--- config.mk ---
export PLATFORM = sky130hd
export DESIGN_NAME = swrg_guard
export DESIGN_NICKNAME = d
export VERILOG_FILES = /design/src/pkg/swrg_pkg.sv /design/src/swrg_sync.sv /design/src/swrg_guard.sv
export SDC_FILE = /design/constraint.sdc
export NUM_CORES = 1
export LEC_CHECK = 0
export BUFFER_PORTS_ARGS = -buffer_cell sky130_fd_sc_hd__buf_2
export CORE_ASPECT_RATIO = 1.4
export CORE_MARGIN = 2
export CORE_UTILIZATION = 48
export CTS_CLUSTER_DIAMETER = 100
export DETAILED_ROUTE_END_ITERATION = 10
export PLACE_DENSITY_LB_ADDON = 0.3
export SLEW_MARGIN = 40
export SYNTH_ARGS = -nofsm -noshare
export SYNTH_HDL_FRONTEND = slang
export SYNTH_SLANG_ARGS = --single-unit
--- constraint.sdc ---
create_clock -name CLOCK -period 2.6 [get_ports CLOCK]
set_input_delay 0.39 -clock CLOCK [delete_from_list [all_inputs] [get_ports CLOCK]]
set_output_delay 0.39 -clock CLOCK [all_outputs]
set_load 0.05 [all_outputs]
--- src/pkg/swrg_pkg.sv ---
// Package for the warm-reset refresh guard of the SDRAM controller.
// Assumes a single 20 MHz controller clock and no software register bus.
package swrg_pkg;

  // ****************************************
  // Field layout and reset values
  // ****************************************
  localparam int unsigned SWRG_RATE_W          = 16;
  localparam logic [15:0] SWRG_RATE_RST        = 16'h0000;
  localparam int unsigned SWRG_SPARE_W         = 8;
  localparam int unsigned SWRG_EXTEND_BIT      = 6;
  localparam int unsigned SWRG_HOLD_W          = 16;
  localparam logic [15:0] SWRG_HOLD_CYC_DFLT   = 16'h0040;
  localparam int unsigned SWRG_SYNC_STAGES     = 3;

  // ****************************************
  // Controller states
  // ****************************************
  typedef enum logic [2:0] {
    SWRG_ACTIVE,
    SWRG_ENTER_SR,
    SWRG_HOLD_SR,
    SWRG_EXTEND_SR,
    SWRG_EXIT_SR
  } swrg_state_t;

endpackage

--- src/swrg_sync.sv ---
// Three-stage synchroniser for one level from outside the clock domain.
// The output changes once the second and third stages agree.
`timescale 1ns/1ns
`default_nettype none
module swrg_sync (
  // Clock and reset
  input  wire logic clk,
  input  wire logic rst,
  // Level in and out
  input  wire logic din,
  output logic      dout
);

  typedef struct packed {
    logic [2:0] stg;
    logic       out;
  } swrg_sync_t;

  swrg_sync_t s_q;
  swrg_sync_t s_d;

  // Shift the level in; only the agreeing later stages update the output.
  always_comb begin
    s_d     = s_q;
    s_d.stg = {s_q.stg[1:0], din};
    if (s_q.stg[1] == s_q.stg[2]) begin
      s_d.out = s_q.stg[2];
    end
  end

  // Register the whole state.
  always_ff @(posedge clk or posedge rst) begin
    if (rst) begin
      s_q <= '0;
    end else begin
      s_q <= s_d;
    end
  end

  assign dout = s_q.out;

endmodule
`default_nettype wire

--- src/swrg_guard.sv ---
// Warm-reset refresh guard of an SDRAM controller: refresh timer,
// self-refresh entry on warm reset, and its default or extended exit.
// Assumes warm reset, power-on reset and PLL lock come from pins outside
// this clock domain; the memory command path sits downstream.
// Only the PLL status pin, a power-on reset or RST releases an extended self-refresh.
//
// Functional notes
// - The refresh interval is a 16-bit count of controller clock cycles.
// - Under warm reset the clock drops to bypass rate so refresh is late.
// - Warm reset sends the controller idle and the SDRAM to self-refresh.
// - By default the SDRAM leaves self-refresh after the warm hold time.
// - With spare-control bit 6 set the self-refresh is prolonged.
`timescale 1ns/1ns
`default_nettype none
module swrg_guard #(
  parameter int unsigned RATE_W = swrg_pkg::SWRG_RATE_W,
  parameter int unsigned HOLD_W = swrg_pkg::SWRG_HOLD_W
) (
  // Clock and reset
  input  wire logic              CLOCK,
  input  wire logic              RST,
  // Reset and clock management pins
  input  wire logic              WARM_RESET,
  input  wire logic              POWER_ON_RESET_N,
  input  wire logic              PLL_FUNCTIONAL,
  // Static configuration
  input  wire logic [RATE_W-1:0] SDRAM_REFRESH_SETUP,
  input  wire logic [7:0]        CORE_SPARE_CONTROL,
  input  wire logic [HOLD_W-1:0] WARM_RESET_HOLD_TIME,
  // Access request from the controller core
  input  wire logic              ACCESS_REQ,
  output logic                   ACCESS_GRANT,
  // SDRAM command strobes
  output logic                   SDRAM_REFRESH,
  output logic                   SDRAM_SR_ENTER,
  output logic                   SDRAM_SR_EXIT,
  // Status
  output logic                   CTRL_IDLE,
  output logic                   SELF_REFRESH
);

  // ****************************************
  // Synchronised pins
  // ****************************************
  // Each pin reaches the state machine four edges after it settles, so
  // the hold timer below counts from that delayed view of the pin.
  logic warm_s;
  logic por_n_s;
  logic pll_s;

  // Warm reset request from the reset manager.
  swrg_sync u_warm (
    .clk  (CLOCK),
    .rst  (RST),
    .din  (WARM_RESET),
    .dout (warm_s)
  );

  // Power-on reset, low while asserted.
  swrg_sync u_por (
    .clk  (CLOCK),
    .rst  (RST),
    .din  (POWER_ON_RESET_N),
    .dout (por_n_s)
  );

  // PLL back at its functional rate.
  swrg_sync u_pll (
    .clk  (CLOCK),
    .rst  (RST),
    .din  (PLL_FUNCTIONAL),
    .dout (pll_s)
  );

  // ****************************************
  // State
  // ****************************************
  // All state lives in one packed word so reset and update stay in step.
  typedef struct packed {
    swrg_pkg::swrg_state_t st;
    logic [RATE_W-1:0]     ref_cnt;
    logic [HOLD_W-1:0]     hold_cnt;
    logic                  refresh;
    logic                  sr_enter;
    logic                  sr_exit;
    logic                  idle;
    logic                  in_sr;
  } swrg_guard_t;

  swrg_guard_t g_q;
  swrg_guard_t g_d;
  logic        extend;

  // ****************************************
  // Helpers
  // ****************************************
  // Count reaching zero; shared by both timers.
  function automatic logic at_zero(input logic [15:0] v);
    at_zero = (v == 16'h0000);
  endfunction

  // The extend bit is a static strap; a change while held takes effect
  // only at the next hold expiry.
  // extend bit decode
  assign extend = CORE_SPARE_CONTROL[swrg_pkg::SWRG_EXTEND_BIT];

  // ****************************************
  // Next-state logic
  // ****************************************
  // A power-on reset restarts everything, so a warm reset promoted to
  // cold by the system also lands here cleanly. Pulses default to zero
  // each cycle so every SDRAM command lasts one clock; levels hold until
  // the state machine moves them.
  always_comb begin
    g_d          = g_q;
    g_d.refresh  = 1'b0;
    g_d.sr_enter = 1'b0;
    g_d.sr_exit  = 1'b0;
    if (!por_n_s) begin
      // A zero count makes refresh resume at once after the cold start.
      g_d.st       = swrg_pkg::SWRG_ACTIVE;
      g_d.ref_cnt  = RATE_W'(swrg_pkg::SWRG_RATE_RST);
      g_d.hold_cnt = '0;
      g_d.idle     = 1'b0;
      g_d.in_sr    = 1'b0;
    end else begin
      case (g_q.st)
        swrg_pkg::SWRG_ACTIVE: begin
          g_d.idle = 1'b0;
          if (warm_s) begin
            g_d.st       = swrg_pkg::SWRG_ENTER_SR;
            g_d.idle     = 1'b1;
          end else if (at_zero(16'(g_q.ref_cnt))) begin
            // refresh on interval expiry
            // A zero interval turns refresh off instead of pulsing always.
            g_d.refresh = (SDRAM_REFRESH_SETUP != '0);
            g_d.ref_cnt = SDRAM_REFRESH_SETUP;
          end else begin
            g_d.ref_cnt = g_q.ref_cnt - 1'b1;
          end
        end
        swrg_pkg::SWRG_ENTER_SR: begin
          // Loading the hold here keeps a short warm pulse from skipping it.
          g_d.sr_enter = 1'b1;
          g_d.in_sr    = 1'b1;
          g_d.hold_cnt = WARM_RESET_HOLD_TIME;
          g_d.st       = swrg_pkg::SWRG_HOLD_SR;
        end
        swrg_pkg::SWRG_HOLD_SR: begin
          // refresh timer frozen at bypass rate
          // A warm reset that returns before the hold ends restarts it, so
          // the hold always runs in full after the last release.
          if (warm_s) begin
            g_d.hold_cnt = WARM_RESET_HOLD_TIME;
          end else if (!at_zero(16'(g_q.hold_cnt))) begin
            g_d.hold_cnt = g_q.hold_cnt - 1'b1;
          end else if (extend) begin
            g_d.st = swrg_pkg::SWRG_EXTEND_SR;
          end else begin
            g_d.st = swrg_pkg::SWRG_EXIT_SR;
          end
        end
        swrg_pkg::SWRG_EXTEND_SR: begin
          // PLL restored before exit
          // A new warm reset here restarts the hold instead of exiting.
          if (warm_s) begin
            g_d.st       = swrg_pkg::SWRG_HOLD_SR;
            g_d.hold_cnt = WARM_RESET_HOLD_TIME;
          end else if (pll_s) begin
            g_d.st = swrg_pkg::SWRG_EXIT_SR;
          end
        end
        swrg_pkg::SWRG_EXIT_SR: begin
          // The refresh timer restarts in full once the clock is back.
          g_d.sr_exit = 1'b1;
          g_d.in_sr   = 1'b0;
          g_d.idle    = 1'b0;
          g_d.ref_cnt = SDRAM_REFRESH_SETUP;
          g_d.st      = swrg_pkg::SWRG_ACTIVE;
        end
        default: begin
          // An unused code falls back to normal operation.
          g_d.st = swrg_pkg::SWRG_ACTIVE;
        end
      endcase
    end
  end

  // ****************************************
  // Registers
  // ****************************************
  // Register the whole state.
  always_ff @(posedge CLOCK or posedge RST) begin
    if (RST) begin
      g_q <= '0;
    end else begin
      g_q <= g_d;
    end
  end

  // ****************************************
  // Outputs
  // ****************************************
  // The grant is combinational so a request is served in its own cycle;
  // the price is a path from the request pin to the grant pin.
  // no access while idle
  assign ACCESS_GRANT   = ACCESS_REQ && !g_q.idle && !g_q.in_sr;
  assign SDRAM_REFRESH  = g_q.refresh;
  assign SDRAM_SR_ENTER = g_q.sr_enter;
  assign SDRAM_SR_EXIT  = g_q.sr_exit;
  assign CTRL_IDLE      = g_q.idle;
  assign SELF_REFRESH   = g_q.in_sr;

endmodule
`default_nettype wire

==> results.txt <==
----------------------------------------------------
[Place]
  Total of buffers placed on input and output ports ... 44
  Cells after DPL ... 452
  Final weighted congestion in routability-driven placement ... 0.925
  HPWL Detailed ... 5.59 mm

[STA]
  Max Clock Skew ... 0.00969 ns
  Unrepaired setup endpoints after global routing ... no
  Final worst-path cycle share ... 88.4%
  Worst max-slew margin expressed relative to the limit ... 61.4%
  Upper clock frequency limit ... 435 MHz
  Time the final worst path needs with I/O delays and setup ... around 2.3 ns
  Pin slew with the least headroom to its limit ... 0.579 ns
  Total negative slack for setup checks ... 0 ns
  Final Hold Vio Count ... 0
  Final setup violating endpoints ... 0
  Slew Viols, Final ... 0

[Logic synthesis]
  Net count after synthesis ... 389
  Simple-gate share of the synthesized area ... 23.4%
  Main combinational cell family by area after synthesis ... compound AO/OA/AOI/OAI gates
  Number of warnings reported in the yosys synthesis log ... 0
  Cell type contributing the most total cell area after synthesis ... sky130_fd_sc_hd__dfrtp_1
  Unique masters post-synth ... 56
  Largest cells by area after synthesis ... sky130_fd_sc_hd__dfrtp_1, sky130_fd_sc_hd__nor2_1, sky130_fd_sc_hd__a21oi_1
  Compound-gate portion of the synthesized area ... 24.5%
  Seq/Total Area, Yosys ... 42.7%
  Count of state elements after synthesis ... 52
  Adder-Cell Fraction of Synth Area ... approximately 2.2%
  Dominant register cell in the synthesized netlist ... sky130_fd_sc_hd__dfrtp_1
  Netlist Area Pre-Place ... 3050 sq um
  Syn Area/Cell ... 8.96 sq um
  Synth async-reset ratio ... 100%
  Number of enable flip-flop cells after synthesis ... 0
  Post-synthesis mux area share ... 2.63%
  Area share of the leading cell type in the synthesized netlist ... 42.7%
  Gate count of the mapped netlist ... 340
  Xor and xnor fraction of the mapped netlist area ... 0%

[Critical path]
  Worst-case reg-to-reg path depth ... 5
  WP data required ... 2.80 ns
  Kind of critical path ... reg2reg
  Crit Reg-Reg Startpoint ... g_q[27]
  Critical Path AT ... 2.50 ns
  Element type at the critical path start ... flop
  Critical path capture point type ... flop
  Critical R2R Capture ... g_q[30]
  Minimum setup slack among reg-to-reg paths ... 0.30 ns
  Crit-path max FO ... 7

[Detailed routing]
  Post-DRT Antenna Nets ... 0
  Average detailed-routed wire length per instance ... 17.0 um
  First-pass iteration count of the detailed router ... 4
  Routed WL ... 7.80 mm
  Detailed-route DRC error count ... 0
  Via total after detailed routing ... 2,876
  Initial DRC Count ... between 150 and 200
  Detailed-route vias per instance ... 6.25

[Finish]
  Nets@finish ... roughly 440
  Layout cell share with drive strength beyond 1 ... about a fifth
  Layout Area Growth over Synthesis ... 15.0%
  Post-layout instance count excluding filler cells ... between 400 and 500
  Commonest cells after routing, fill and taps aside ... sky130_fd_sc_hd__dfrtp_1, sky130_fd_sc_hd__buf_2, sky130_fd_sc_hd__nor2_1
  Most frequent standard cell in the layout excluding fill and tap cells ... sky130_fd_sc_hd__dfrtp_1
  Number of antenna diodes ... 0

[Global route]
  First-pass GRT wire length ... 13.5 mm
  Pin count of the biggest net entering global routing ... 33
  Number of global-route vias before repair ... 2,839
  Antenna violations before repair ... 0
  Overall track demand over capacity in global routing ... 24.0%
  Total grt overflow ... 0

[CTS]
  Clock-pin slew reported for the worst setup and hold paths after clock tree synthesis ... 0.10 ns
  Post-CTS Hold Fix Bufs ... 0
  Cells resized by post-CTS repair ... 0
  TritonCTS clock tree ... done
  Setup bufs post-CTS ... 0
  Clock root cell ... sky130_fd_sc_hd__clkbuf_8
  Clock Tree Buf Depth ... 2
  TritonCTS buffer count ... 5
  Clock sink count ... 52
  Insertion delay of the later-clocked pin in the worst-skew pair ... 0.31 ns
  Htree depth ... 2

[Die]
  Floorplan die area ... 7010 sq um
  Starting density of the core ... 49.4%
  Floorplan die height ... 98.3 um
  Number of placement rows ... 34
  Core area ... 6170 sq um
  Horizontal extent of the die ... 71.3 um
  Number of ports placed on the die boundary ... 52

[Pwr]
  Leak ... 1.57 nW
  Peak ir drop on the vdd network ... 0.570 mV
  Total power divided by cell area ... around 1300 nW/um^2

[Status]
  Run status ... finished clean

[Worst hold path]
  Path class of the lowest-slack min-delay path ... in2async

[Job]
  Max-Cap Viols ... 0

----------------------------------------------------
registers in the layout, indices dropped and copies added, names as in the netlist, 2 cells and up:
signal / cells
u_pll.s_d: 2
u_warm.s_d: 2
g_q: 35
u_por.s_d: 2
metrics by stage:
step | cell area [sq um] | total power [mW] | hold slack, ns | utilization (%) | worst slack (ns)
after floorplan | 3050 | 3.29 | 0.331 | - | 0.416
after global placement | 3410 | 4.02 | 0.332 | 55.2 | 0.317
after detailed placement | 3410 | 4.06 | 0.335 | 55.3 | 0.323
after CTS | 3500 | 4.55 | 0.0420 | 56.8 | 0.297
after global routing | 3500 | 5.00 | 0.0442 | 56.8 | 0.0229
final | 3500 | 4.56 | 0.0300 | 56.8 | 0.301
worst max-delay path, cell delays in order, from the launching register on:
cell                      delay (ns)
sky130_fd_sc_hd__dfrtp_1        0.46
sky130_fd_sc_hd__or3_1          0.48
sky130_fd_sc_hd__or4_4          0.48
sky130_fd_sc_hd__o21ai_2        0.27
sky130_fd_sc_hd__o21ai_0        0.14
sky130_fd_sc_hd__a221o_1        0.36
synthesized netlist by cell type, drive strengths merged, types with 6 or more instances:
library cell	n
nor4	14
mux2i	8
nor3	10
inv	12
clkbuf	13
dfrtp	52
o21ai	21
or3	7
buf	8
o211ai	10
o31ai	7
o32ai	6
a31oi	6
a21oi	20
nand2	26
nand3	13
nor2	32
layer usage:
layer,up-vias,routed length [um],share of wire (%),GRT usage [%]
met4,0,151,1.9,9.14
li1,1392,-,-,-
met2,79,4150,53,40.3
met5,-,0,0,0
met3,15,356,4.6,3.20
met1,1390,3140,40,31.1
cell families (layout without fill, tap and decap cells):
kind of cell / Yosys count / count (layout)
and+or+nand+nor: 134 / 134
AOI/OAI and AO/OA: 107 / 107
adders and majority gates: 6 / 6
muxes: 8 / 8
buffers and inverters: 33 / 81
DFF: 52 / 52
cell type report:
type,count,area [sq um]
inverter,12,45.0
sequential,52,1300
tap,72,90.1
timing repair buffer,61,360
fill,578,2660
clock buffer,7,86.3
clock inverter,1,7.51
multi-input combinational,255,1610
worst max-delay path by stage:
stage                   start      endpoint  slack [ns]  depth (start not counted)
floorplan           CTRL_IDLE  ACCESS_GRANT        0.42                          1
global placement      g_q[21]       g_q[29]        0.32                          7
detailed placement    g_q[27]       g_q[30]        0.32                          5
CTS                   g_q[27]       g_q[30]        0.30                          5
global route           g_q[5]       g_q[17]        0.02                          7
finish                g_q[27]       g_q[30]        0.30                          5
power by group:
group | internal, mW | switching [mW]
clock network | 0.217 | 0.265
logic | 1.12 | 1.66
registers | 1.03 | 0.267
Power figures use the tool's default switching activity.
